<file path="src/branch_skip_pkg.sv">
// constants, modes and carriers for the branch, skip and compare unit
// assumes a 32-bit AXI4-Lite register bus and one core clock
`default_nettype none
package branch_skip_pkg;
	// register byte offsets
	localparam int unsigned ADDR_W    = 5;
	localparam int unsigned CTRL_OFF  = 'h00;
	localparam int unsigned OP_OFF    = 'h04;
	localparam int unsigned OPND_OFF  = 'h08;
	localparam int unsigned PC_OFF    = 'h0c;
	localparam int unsigned FLAGS_OFF = 'h10;
	localparam int unsigned FETCH_OFF = 'h14;
	localparam int unsigned STAT_OFF  = 'h18;
	localparam int unsigned NUM_REGS  = 7;
	// field positions
	localparam int unsigned CTRL_START_BIT = 0;
	localparam int unsigned FETCH_TWO_BIT  = 0;
	// status flag positions
	localparam int unsigned FLAG_C = 0;
	localparam int unsigned FLAG_Z = 1;
	localparam int unsigned FLAG_N = 2;
	localparam int unsigned FLAG_V = 3;
	localparam int unsigned FLAG_S = 4;
	localparam int unsigned FLAG_H = 5;
	localparam int unsigned FLAG_T = 6;
	localparam int unsigned FLAG_I = 7;
	// reset values
	localparam logic [15:0] PC_RST   = 16'h0000;
	localparam logic [7:0]  FLAGS_RST = 8'h00;
	// cycle counts and program counter steps
	localparam logic [1:0]  CYC_ONE   = 2'h1;
	localparam logic [1:0]  CYC_TWO   = 2'h2;
	localparam logic [1:0]  CYC_THREE = 2'h3;
	localparam logic [15:0] STEP_ONE  = 16'h0001;
	localparam logic [15:0] STEP_TWO  = 16'h0002;
	localparam logic [15:0] STEP_THR  = 16'h0003;
	// bus answers
	localparam logic [1:0] RESP_OKAY   = 2'h0;
	localparam logic [1:0] RESP_SLVERR = 2'h2;

	typedef enum logic [4:0] {
		compare_skip_equal, compare_regs, compare_regs_with_carry, compare_immediate,
		skip_reg_bit_clear, skip_reg_bit_set, skip_io_bit_clear, skip_io_bit_set,
		branch_flag_set, branch_flag_clear, branch_equal, branch_not_equal,
		branch_carry_set, branch_carry_clear, branch_same_higher, branch_lower,
		branch_minus, branch_plus, branch_ge_signed, branch_lt_signed,
		branch_half_carry_set, branch_half_carry_clear, branch_tbit_set,
		branch_tbit_clear, branch_overflow_set, branch_overflow_clear,
		branch_irq_enabled, branch_irq_disabled
	} op_e;

	// instruction word: offset k, bit select, operation
	typedef struct packed {
		logic [6:0] offset;
		logic [2:0] sel;
		op_e        op;
	} op_s;

	// operand word: io value, source or immediate, destination
	typedef struct packed {
		logic [7:0] io_val;
		logic [7:0] src;
		logic [7:0] dst;
	} opnd_s;

	// flags produced by a compare
	typedef struct packed {
		logic h;
		logic v;
		logic n;
		logic z;
		logic c;
	} cmp_flags_s;
endpackage
`default_nettype wire

</file>
<file path="src/branch_skip_compare_unit.sv">
// branch, skip and compare execution unit with an AXI4-Lite register file
// assumes software loads operands, flags and pc, then writes the start bit
//
// Operation
// [RULE1] equal registers skip next instruction, flags kept
// [RULE2] compares update five flags in one cycle
// [RULE3] register bit clear skips next instruction
// [RULE4] register bit set skips next instruction
// [RULE5] io bit clear skips next instruction
// [RULE6] io bit set skips next instruction
// [RULE7] selected flag set branches to pc+k+1
// [RULE8] selected flag clear branches to pc+k+1
// [RULE9] zero flag selects equal or not equal
// [RULE10] carry flag selects carry set or clear
// [RULE11] same-higher and lower mirror carry branches
// [RULE12] negative flag selects minus or plus
// [RULE13] n xor v zero takes greater-equal
// [RULE14] n xor v one takes less-than
// [RULE15] half carry flag branches set or clear
// [RULE16] transfer bit branches set or clear
// [RULE17] overflow flag branches set or clear
// [RULE18] interrupt enable flag branches set or clear
// [RULE19] skip costs one extra cycle per word
//
// Implementation choices: the AXI4-Lite register port and the address map.
`timescale 1ns/1ns
`default_nettype none
module branch_skip_compare_unit #(
	parameter int unsigned ADDR_W = branch_skip_pkg::ADDR_W
) (
	// clock and reset
	input  wire logic              CLK,
	input  wire logic              SYS_RST,
	// write address channel
	input  wire logic              S_AXI_AWVALID,
	output logic                   S_AXI_AWREADY,
	input  wire logic [ADDR_W-1:0] S_AXI_AWADDR,
	// write data channel
	input  wire logic              S_AXI_WVALID,
	output logic                   S_AXI_WREADY,
	input  wire logic [31:0]       S_AXI_WDATA,
	input  wire logic [3:0]        S_AXI_WSTRB,
	// write response channel
	output logic                   S_AXI_BVALID,
	input  wire logic              S_AXI_BREADY,
	output logic [1:0]             S_AXI_BRESP,
	// read address channel
	input  wire logic              S_AXI_ARVALID,
	output logic                   S_AXI_ARREADY,
	input  wire logic [ADDR_W-1:0] S_AXI_ARADDR,
	// read data channel
	output logic                   S_AXI_RVALID,
	input  wire logic              S_AXI_RREADY,
	output logic [31:0]            S_AXI_RDATA,
	output logic [1:0]             S_AXI_RRESP,
	// core status
	output logic                   BUSY
);
	localparam int unsigned IDX_W = ADDR_W - 2;

	typedef enum logic [1:0] {idle_st, exec_st, hold_st} state_e;

	state_e                       st_reg;
	logic [1:0]                   cnt_reg;
	branch_skip_pkg::op_s         op_reg;
	branch_skip_pkg::opnd_s       opnd_reg;
	logic [15:0]                  pc_reg;
	logic [7:0]                   flags_reg;
	logic                         two_word_reg;
	logic                         taken_reg;
	logic [1:0]                   last_cyc_reg;
	logic                         aw_full_reg;
	logic [ADDR_W-1:0]            aw_addr_reg;
	logic                         w_full_reg;
	logic [31:0]                  w_data_reg;
	logic [3:0]                   w_strb_reg;
	logic                         b_valid_reg;
	logic [1:0]                   b_resp_reg;
	logic                         r_valid_reg;
	logic [31:0]                  r_data_reg;
	logic [1:0]                   r_resp_reg;
	logic [31:0]                  view [2**IDX_W];
	logic [IDX_W-1:0]             w_idx;
	logic [IDX_W-1:0]             r_idx;
	logic [31:0]                  wr_word;
	logic                         wr_fire;
	logic                         wr_idle;
	logic                         start;
	branch_skip_pkg::cmp_flags_s  cmp_flags;
	logic                         taken_next;
	logic [1:0]                   cyc_next;
	logic [15:0]                  pc_next;
	logic [7:0]                   flags_next;
	logic [15:0]                  k_ext;
	logic                         exec;

	// byte-lane merge of a bus write into the current register word
	function automatic logic [31:0] merge(input logic [31:0] old, input logic [31:0] data,
			input logic [3:0] strb);
		logic [31:0] res;
		res = old;
		for (int i = 0; i < 4; i++) begin
			if (strb[i]) begin
				res[8*i +: 8] = data[8*i +: 8];
			end
		end
		return res;
	endfunction

	// register index of a byte offset
	function automatic logic hit(input logic [IDX_W-1:0] idx, input int unsigned off);
		return idx == IDX_W'(off >> 2);
	endfunction

	function automatic logic is_branch(input branch_skip_pkg::op_e op);
		return op >= branch_skip_pkg::branch_flag_set && op <= branch_skip_pkg::branch_irq_disabled;
	endfunction

	function automatic logic is_compare(input branch_skip_pkg::op_e op);
		return op inside {branch_skip_pkg::compare_regs, branch_skip_pkg::compare_regs_with_carry,
			branch_skip_pkg::compare_immediate};
	endfunction

	// branch condition from the flags, per operation
	function automatic logic branch_cond(input branch_skip_pkg::op_e op, input logic [2:0] sel,
			input logic [7:0] f);
		logic nv;
		nv = f[branch_skip_pkg::FLAG_N] ^ f[branch_skip_pkg::FLAG_V];
		case (op)
			// [RULE7] selected flag set
			branch_skip_pkg::branch_flag_set:         return f[sel];
			// [RULE8] selected flag clear
			branch_skip_pkg::branch_flag_clear:       return !f[sel];
			// [RULE9] zero flag test
			branch_skip_pkg::branch_equal:            return f[branch_skip_pkg::FLAG_Z];
			branch_skip_pkg::branch_not_equal:        return !f[branch_skip_pkg::FLAG_Z];
			// [RULE10] carry flag test
			branch_skip_pkg::branch_carry_set:        return f[branch_skip_pkg::FLAG_C];
			branch_skip_pkg::branch_carry_clear:      return !f[branch_skip_pkg::FLAG_C];
			// [RULE11] unsigned carry aliases
			branch_skip_pkg::branch_same_higher:      return !f[branch_skip_pkg::FLAG_C];
			branch_skip_pkg::branch_lower:            return f[branch_skip_pkg::FLAG_C];
			// [RULE12] negative flag test
			branch_skip_pkg::branch_minus:            return f[branch_skip_pkg::FLAG_N];
			branch_skip_pkg::branch_plus:             return !f[branch_skip_pkg::FLAG_N];
			// [RULE13] signed greater-equal
			branch_skip_pkg::branch_ge_signed:        return !nv;
			// [RULE14] signed less-than
			branch_skip_pkg::branch_lt_signed:        return nv;
			// [RULE15] half carry test
			branch_skip_pkg::branch_half_carry_set:   return f[branch_skip_pkg::FLAG_H];
			branch_skip_pkg::branch_half_carry_clear: return !f[branch_skip_pkg::FLAG_H];
			// [RULE16] transfer bit test
			branch_skip_pkg::branch_tbit_set:         return f[branch_skip_pkg::FLAG_T];
			branch_skip_pkg::branch_tbit_clear:       return !f[branch_skip_pkg::FLAG_T];
			// [RULE17] overflow flag test
			branch_skip_pkg::branch_overflow_set:     return f[branch_skip_pkg::FLAG_V];
			branch_skip_pkg::branch_overflow_clear:   return !f[branch_skip_pkg::FLAG_V];
			// [RULE18] interrupt enable test
			branch_skip_pkg::branch_irq_enabled:      return f[branch_skip_pkg::FLAG_I];
			branch_skip_pkg::branch_irq_disabled:     return !f[branch_skip_pkg::FLAG_I];
			default:                                  return 1'h0;
		endcase
	endfunction

	// bus write path: address and data latch in either order
	assign S_AXI_AWREADY = !aw_full_reg && !b_valid_reg;
	assign S_AXI_WREADY  = !w_full_reg && !b_valid_reg;
	assign S_AXI_BVALID  = b_valid_reg;
	assign S_AXI_BRESP   = b_resp_reg;
	assign wr_fire       = aw_full_reg && w_full_reg && !b_valid_reg;
	assign w_idx         = aw_addr_reg[ADDR_W-1:2];
	assign wr_word       = merge(view[w_idx], w_data_reg, w_strb_reg);
	// writes while busy are dropped so a running operation sees stable inputs
	assign wr_idle       = wr_fire && st_reg == idle_st;
	assign start         = wr_idle && hit(w_idx, branch_skip_pkg::CTRL_OFF) && w_strb_reg[0]
		&& w_data_reg[branch_skip_pkg::CTRL_START_BIT];

	// write address holding register
	always_ff @(posedge CLK or posedge SYS_RST) begin
		if (SYS_RST) begin
			aw_full_reg <= 1'h0;
			aw_addr_reg <= '0;
		end else if (S_AXI_AWVALID && S_AXI_AWREADY) begin
			aw_full_reg <= 1'h1;
			aw_addr_reg <= S_AXI_AWADDR;
		end else if (wr_fire) begin
			aw_full_reg <= 1'h0;
		end
	end

	// write data holding register
	always_ff @(posedge CLK or posedge SYS_RST) begin
		if (SYS_RST) begin
			w_full_reg <= 1'h0;
			w_data_reg <= 32'h0000_0000;
			w_strb_reg <= 4'h0;
		end else if (S_AXI_WVALID && S_AXI_WREADY) begin
			w_full_reg <= 1'h1;
			w_data_reg <= S_AXI_WDATA;
			w_strb_reg <= S_AXI_WSTRB;
		end else if (wr_fire) begin
			w_full_reg <= 1'h0;
		end
	end

	// write response, error for an unmapped word
	always_ff @(posedge CLK or posedge SYS_RST) begin
		if (SYS_RST) begin
			b_valid_reg <= 1'h0;
			b_resp_reg  <= branch_skip_pkg::RESP_OKAY;
		end else if (wr_fire) begin
			b_valid_reg <= 1'h1;
			b_resp_reg  <= (w_idx < IDX_W'(branch_skip_pkg::NUM_REGS)) ?
				branch_skip_pkg::RESP_OKAY : branch_skip_pkg::RESP_SLVERR;
		end else if (S_AXI_BREADY) begin
			b_valid_reg <= 1'h0;
		end
	end

	// register view for reads and byte merges
	always_comb begin
		for (int i = 0; i < 2**IDX_W; i++) begin
			view[i] = 32'h0000_0000;
		end
		view[branch_skip_pkg::OP_OFF >> 2]    = {17'h00000, op_reg};
		view[branch_skip_pkg::OPND_OFF >> 2]  = {8'h00, opnd_reg};
		view[branch_skip_pkg::PC_OFF >> 2]    = {16'h0000, pc_reg};
		view[branch_skip_pkg::FLAGS_OFF >> 2] = {24'h000000, flags_reg};
		view[branch_skip_pkg::FETCH_OFF >> 2] = {31'h00000000, two_word_reg};
		view[branch_skip_pkg::STAT_OFF >> 2]  = {26'h0000000, last_cyc_reg, 2'h0, taken_reg, BUSY};
	end

	// bus read path: one word per request, answered the next cycle
	assign S_AXI_ARREADY = !r_valid_reg;
	assign S_AXI_RVALID  = r_valid_reg;
	assign S_AXI_RDATA   = r_data_reg;
	assign S_AXI_RRESP   = r_resp_reg;
	assign r_idx         = S_AXI_ARADDR[ADDR_W-1:2];

	always_ff @(posedge CLK or posedge SYS_RST) begin
		if (SYS_RST) begin
			r_valid_reg <= 1'h0;
			r_data_reg  <= 32'h0000_0000;
			r_resp_reg  <= branch_skip_pkg::RESP_OKAY;
		end else if (S_AXI_ARVALID && S_AXI_ARREADY) begin
			r_valid_reg <= 1'h1;
			r_data_reg  <= view[r_idx];
			r_resp_reg  <= (r_idx < IDX_W'(branch_skip_pkg::NUM_REGS)) ?
				branch_skip_pkg::RESP_OKAY : branch_skip_pkg::RESP_SLVERR;
		end else if (S_AXI_RREADY) begin
			r_valid_reg <= 1'h0;
		end
	end

	// operation inputs written by software while idle
	always_ff @(posedge CLK or posedge SYS_RST) begin
		if (SYS_RST) begin
			op_reg       <= '0;
			opnd_reg     <= '0;
			two_word_reg <= 1'h0;
		end else if (wr_idle) begin
			if (hit(w_idx, branch_skip_pkg::OP_OFF)) begin
				op_reg <= branch_skip_pkg::op_s'(wr_word[14:0]);
			end
			if (hit(w_idx, branch_skip_pkg::OPND_OFF)) begin
				opnd_reg <= wr_word[23:0];
			end
			if (hit(w_idx, branch_skip_pkg::FETCH_OFF)) begin
				two_word_reg <= wr_word[branch_skip_pkg::FETCH_TWO_BIT];
			end
		end
	end

	// compare flag generator
	compare_sub u_cmp (
		.A          (opnd_reg.dst),
		.B          (opnd_reg.src),
		.CARRY_IN   (flags_reg[branch_skip_pkg::FLAG_C]),
		.WITH_CARRY (op_reg.op == branch_skip_pkg::compare_regs_with_carry),
		.ZERO_IN    (flags_reg[branch_skip_pkg::FLAG_Z]),
		.FLAGS      (cmp_flags)
	);

	assign k_ext = {{9{op_reg.offset[6]}}, op_reg.offset};
	assign exec  = st_reg == exec_st;
	assign BUSY  = st_reg != idle_st;

	// outcome of the loaded operation: next pc, flags, cycle count
	always_comb begin
		taken_next = 1'h0;
		flags_next = flags_reg;
		case (op_reg.op)
			// [RULE1] equal registers skip
			branch_skip_pkg::compare_skip_equal: taken_next = opnd_reg.dst == opnd_reg.src;
			// [RULE3] register bit clear
			branch_skip_pkg::skip_reg_bit_clear: taken_next = !opnd_reg.src[op_reg.sel];
			// [RULE4] register bit set
			branch_skip_pkg::skip_reg_bit_set:   taken_next = opnd_reg.src[op_reg.sel];
			// [RULE5] io bit clear
			branch_skip_pkg::skip_io_bit_clear:  taken_next = !opnd_reg.io_val[op_reg.sel];
			// [RULE6] io bit set
			branch_skip_pkg::skip_io_bit_set:    taken_next = opnd_reg.io_val[op_reg.sel];
			default:                             taken_next = branch_cond(op_reg.op, op_reg.sel,
				flags_reg);
		endcase
		// [RULE2] compare flag update
		if (is_compare(op_reg.op)) begin
			flags_next[branch_skip_pkg::FLAG_H] = cmp_flags.h;
			flags_next[branch_skip_pkg::FLAG_V] = cmp_flags.v;
			flags_next[branch_skip_pkg::FLAG_N] = cmp_flags.n;
			flags_next[branch_skip_pkg::FLAG_Z] = cmp_flags.z;
			flags_next[branch_skip_pkg::FLAG_C] = cmp_flags.c;
		end
		cyc_next = branch_skip_pkg::CYC_ONE;
		pc_next  = pc_reg + branch_skip_pkg::STEP_ONE;
		if (taken_next && is_branch(op_reg.op)) begin
			cyc_next = branch_skip_pkg::CYC_TWO;
			pc_next  = pc_reg + branch_skip_pkg::STEP_ONE + k_ext;
		end else if (taken_next) begin
			// [RULE19] two-word skip cost
			cyc_next = two_word_reg ? branch_skip_pkg::CYC_THREE : branch_skip_pkg::CYC_TWO;
			pc_next  = pc_reg + (two_word_reg ? branch_skip_pkg::STEP_THR :
				branch_skip_pkg::STEP_TWO);
		end
	end

	// sequencer: one execute cycle, then the extra cycles of a taken path
	always_ff @(posedge CLK or posedge SYS_RST) begin
		if (SYS_RST) begin
			st_reg <= idle_st;
		end else begin
			case (st_reg)
				idle_st: begin
					if (start) begin
						st_reg <= exec_st;
					end
				end
				exec_st: begin
					st_reg <= (cyc_next > branch_skip_pkg::CYC_ONE) ? hold_st : idle_st;
				end
				hold_st: begin
					if (cnt_reg == 2'h1) begin
						st_reg <= idle_st;
					end
				end
				default: st_reg <= idle_st;
			endcase
		end
	end

	// remaining extra cycles
	always_ff @(posedge CLK or posedge SYS_RST) begin
		if (SYS_RST) begin
			cnt_reg <= 2'h0;
		end else if (exec) begin
			cnt_reg <= cyc_next - branch_skip_pkg::CYC_ONE;
		end else if (st_reg == hold_st) begin
			cnt_reg <= cnt_reg - 2'h1;
		end
	end

	// program counter: software load while idle, result at execute
	always_ff @(posedge CLK or posedge SYS_RST) begin
		if (SYS_RST) begin
			pc_reg <= branch_skip_pkg::PC_RST;
		end else if (exec) begin
			pc_reg <= pc_next;
		end else if (wr_idle && hit(w_idx, branch_skip_pkg::PC_OFF)) begin
			pc_reg <= wr_word[15:0];
		end
	end

	// status flags: only compares change them during execute
	always_ff @(posedge CLK or posedge SYS_RST) begin
		if (SYS_RST) begin
			flags_reg <= branch_skip_pkg::FLAGS_RST;
		end else if (exec) begin
			flags_reg <= flags_next;
		end else if (wr_idle && hit(w_idx, branch_skip_pkg::FLAGS_OFF)) begin
			flags_reg <= wr_word[7:0];
		end
	end

	// outcome of the last operation for software
	always_ff @(posedge CLK or posedge SYS_RST) begin
		if (SYS_RST) begin
			taken_reg    <= 1'h0;
			last_cyc_reg <= 2'h0;
		end else if (exec) begin
			taken_reg    <= taken_next;
			last_cyc_reg <= cyc_next;
		end
	end
endmodule
`default_nettype wire

</file>
<file path="src/compare_sub.sv">
// subtract-and-discard flag generator for the compare operations
// assumes operands are stable for the whole execute cycle
`timescale 1ns/1ns
`default_nettype none
module compare_sub (
	// operands
	input  wire logic [7:0]                  A,
	input  wire logic [7:0]                  B,
	// carry chain
	input  wire logic                        CARRY_IN,
	input  wire logic                        WITH_CARRY,
	input  wire logic                        ZERO_IN,
	// result flags
	output var branch_skip_pkg::cmp_flags_s  FLAGS
);
	logic [7:0] diff;
	logic       cin;
	logic       half;
	logic       borrow;
	logic       ovf;
	logic       zero;

	// the difference itself is never written back
	assign cin  = WITH_CARRY & CARRY_IN;
	assign diff = A - B - {7'h00, cin};

	// borrow out of bit 3 and bit 7, signed overflow
	assign half   = (~A[3] & B[3]) | (B[3] & diff[3]) | (diff[3] & ~A[3]);
	assign borrow = (~A[7] & B[7]) | (B[7] & diff[7]) | (diff[7] & ~A[7]);
	assign ovf    = (A[7] & ~B[7] & ~diff[7]) | (~A[7] & B[7] & diff[7]);
	// with carry the zero flag chains, so multi-byte compares work
	assign zero   = (diff == 8'h00) & (~WITH_CARRY | ZERO_IN);
	// one driver for the whole carrier
	assign FLAGS  = '{h: half, v: ovf, n: diff[7], z: zero, c: borrow};
endmodule
`default_nettype wire

</file>
<file path="config.mk">
export PLATFORM = sky130hd
export DESIGN_NAME = branch_skip_compare_unit
export DESIGN_NICKNAME = d
export VERILOG_FILES = /design/src/branch_skip_pkg.sv /design/src/branch_skip_compare_unit.sv /design/src/compare_sub.sv
export SDC_FILE = /design/constraint.sdc
export NUM_CORES = 1
export LEC_CHECK = 0
export BUFFER_PORTS_ARGS = -buffer_cell sky130_fd_sc_hd__buf_2
export CAP_MARGIN = 10
export CORE_MARGIN = 1
export CORE_UTILIZATION = 52
export CTS_CLUSTER_DIAMETER = 80
export DETAILED_ROUTE_END_ITERATION = 8
export GPL_ROUTABILITY_DRIVEN = 0
export GPL_TIMING_DRIVEN = 0
export PLACE_DENSITY = 0.73
export SYNTH_ARGS = -nofsm -noshare
export SYNTH_HDL_FRONTEND = slang
export SYNTH_HIERARCHICAL = 1
export SYNTH_SLANG_ARGS = --single-unit
</file>
<file path="constraint.sdc">
create_clock -name CLK -period 5.5 [get_ports CLK]
set_input_delay 0.55 -clock CLK [delete_from_list [all_inputs] [get_ports CLK]]
set_output_delay 0.55 -clock CLK [all_outputs]
set_load 0.05 [all_outputs]
</file>
==> flow_summary.toml <==
[hold_path]
hold_class = "primary input to async pin"

[final_layout]
final_util_pct = 61.19
layout.cells.non_filler = 1302
drive_gt1_share_pct = 21.73
fillers = 1492
area_growth_syn_to_layout_pct = 15.51
antennaDiodeCount = 0
seqCellArea_um2 = 3253
multi_input_area_um2 = 5319
final_net_count = 1160

[pwr]
ir_worst_vdd_v = 0.0004536
p_leak_nw = 4.696
power.density_nw_per_um2 = 715.1
netSwitchingFraction_pct = 46.24
power.switching_mw = 3.476
p_clk_share_pct = 18.4
p_seq_share_pct = 24.8
p_int_mw = 4.040
pwr-share-comb_pct = 56.8

[logic_synthesis]
synth-compound-area-share_pct = 19.36
ys_seq_area_share_pct = 35.75
yosysUniqueCellTypes = 80
synthSimpleGateAreaFrac_pct = 13.53
synth_area_um2 = 9099
yosys-top-cells-area = "dfrtp_1, mux2_2, ha_1"
synthMuxAreaShare_pct = 14.18
synth-async-reset-ratio_pct = 100.0
yosysMostFrequentCell = "dfrtp_1"
syn_avg_cell_area_um2 = 9.429
synth_top_cell_by_area = "dfrtp_1"
synth_top_family_by_area = "compound AO/OA/AOI/OAI gates"
synth_warnings = 6
postSynthCellCount = 965
synth_top_area_share_pct = 35.75
synth_edf_count = 0
synth-xor-area-share_pct = 4.813
ys_dominant_reg_cell = "dfrtp_1"
synth_fa_ha_area_share_pct = 6.161
ys_ff_latch = 130
synthTopCellsByCount = "dfrtp_1, mux2_2, nand2_1"

[grt]
first_global_vias = 7566
grt_max_degree = 68
track_usage_pct = 30.83
antenna_found_initial = 0
grt_pass1_wl_um = 42230
gr-total-overflow = 0

[sta]
fin_crit_ps = 4283
finalHoldViolCount = 0
slew_headroom_pct = 26.31
skew_ps = 12.65
period_share_pct = 77.87
tightest_slew_ps = 1095
slew_viol_final = 0
timing.fmax_mhz = 233.5
rsz0062_at_grt = "false"
setup_tns_ps = 0
finalSetupViolCount = 0

[clocking]
cts-htree-levels = 4
worstSkewPairLatency_ps = 420
clk_path_buf_depth = 2
post_cts_buffers = 0
cts-resized-gates = 0
clkSinkCount = 130
clk_pin_slew_ps = 60
hold_buffers = 0
cts_tree = "done"
cts_made_buffers = 17
root_buffer = "clkbuf_16"

[floorplan]
initial_core_util_pct = 52.97
fp-row-count = 48
design.die.area_um2 = 18030
die_y_um = 134.3
die_w_um = 134.3
core_area_um2 = 17180
ios = 95

[worst_setup_path]
slowest_delay_ps = 930
crit_path_end = "pc_reg[13]$_DFFE_PP0P_"
path_max_fanout = 7
slowest_stage = "nor4_1"
crit_path_start_kind = "register"
critical_path_required_ps = 5800
rrSetupSlack_ps = 1220
cp-startpoint = "pc_reg[5]$_DFFE_PP0P_"
r2r-end = "pc_reg[13]$_DFFE_PP0P_"
crit_chain = "nand4_1 > nor4_1 > xnor2_1 > ha_1 > nand2_1 > o311ai_0 > nand3_1 > nand3b_1 > xor2_1 > a311o_1"
r2r_cells = 10
worstSetupEndpointType = "register"
timing_worst_setup_path_type = "register to register"
rr_startpoint = "pc_reg[5]$_DFFE_PP0P_"
crit_arrival_ps = 4590

[route]
finalWirelength_um = 27200
remaining_drc_errors = 1
drt_first_pass_iters = 9
final_antenna_net_count = 0
dr_total_vias = 8176
viasPerCell = 6.280
post_drt_wl_per_cell_um = 20.89
drt_iter0_drc = 1019

[run_status]
outcome = "finished with violations"
violations = "design-rule violations"

[placed_design]
place_hpwl_um = 20040
portBuffers = 70
placedCellCount = 1270

[flow_run]
cap_viol_max_count = 0
-- through the flow --
stage | worst slack (ps) | hold WS (ps) | total power, mW | area (µm²)
after floorplan | 1481 | 471.8 | 4.864 | 9133
final | 1217 | 206.4 | 7.516 | 10510
after global routing | 981.2 | 249.6 | 7.944 | 10510
after global placement | -46.98 | 459.3 | 5.898 | 9764
after CTS | 1324 | 229.2 | 7.409 | 10510
after detailed placement | 1351 | 467.4 | 5.990 | 9797
-- logic make-up after synthesis --
| family | Yosys count |
|---|---|
| muxes | 111 |
| AOI/OAI and AO/OA | 248 |
| DFF | 130 |
| xor gates and xnor gates | 50 |
| buffers and inverters | 131 |
| and+or+nand+nor | 251 |
| adders and majority gates | 43 |
| other | 1 |
-- layer usage --
layer  vias up  part of all wire (%)  track usage (%)
met3        92                    11            7.483
li1       3693                     -                -
met2       499                    44            46.20
met4         0                   3.8            11.99
met5         -                     0                0
met1      3892                    41            42.91
-- how the worst min path moves through the flow --
stage | from | to | slack [ps] | depth (start not counted)
after global placement | S_AXI_RDATA[9]$_DFFE_PP0P_ | S_AXI_RDATA[9]$_DFFE_PP0P_ | 460 | 2
after detailed placement | S_AXI_RDATA[5]$_DFFE_PP0P_ | S_AXI_RDATA[5]$_DFFE_PP0P_ | 470 | 2
after floorplan | last_cyc_reg[0]$_DFFE_PP0P_ | last_cyc_reg[0]$_DFFE_PP0P_ | 470 | 1
after global routing | SYS_RST | w_full_reg$_DFFE_PP0P_ | 250 | 2
after CTS | SYS_RST | w_full_reg$_DFFE_PP0P_ | 230 | 2
final | SYS_RST | w_full_reg$_DFFE_PP0P_ | 210 | 2
-- critical path, delay by kind of cell, from the launching register on --
kind,cells,cell delay (ps)
DFF,1,590
AOI/OAI and AO/OA,2,1040
adders and majority gates,1,430
xor gates and xnor gates,2,330
and+or+nand+nor,5,1770
-- cell usage in the layout (no fill, tap or decap), drive strengths merged, types with 10 or more instances in the layout --
cell / Yosys / final
o21ai: 54 / 54
a211oi: 14 / 14
inv: 50 / 50
ha: 40 / 40
nand2: 82 / 82
nor2b: 15 / 15
mux2i: 22 / 22
mux2: 83 / 83
a211o: 10 / 10
a22oi: 29 / 29
nor2: 53 / 53
dfrtp: 130 / 130
xnor2: 28 / 28
a21oi: 40 / 40
nand3: 19 / 19
buf: 25 / 96
nor3: 17 / 17
clkbuf: 55 / 73
xor2: 22 / 22
and3: 13 / 13
conb: 1 / 10
a22o: 15 / 15
-- layout make-up --
class	count	area share, %
Timing Repair Buffer	71	3.595
Clock buffer	18	4.083
Clock inverter	14	2.702
Sequential cell	130	30.95
Inverter	51	1.869
Multi-Input combinational cell	713	50.61
Tap cell	225	2.679
Buffer	80	3.512
-- power by group through the flow --
stage               Combinational (mW)  Sequential, mW  Clock (mW)
floorplan                         3.10            1.77           0
global placement                  4.07            1.83           0
detailed placement                4.15            1.84           0
CTS                               4.19            1.83        1.39
global route                      4.63            1.89        1.42
finish                            4.27            1.86        1.38
(Power assumes the default switching activity.)
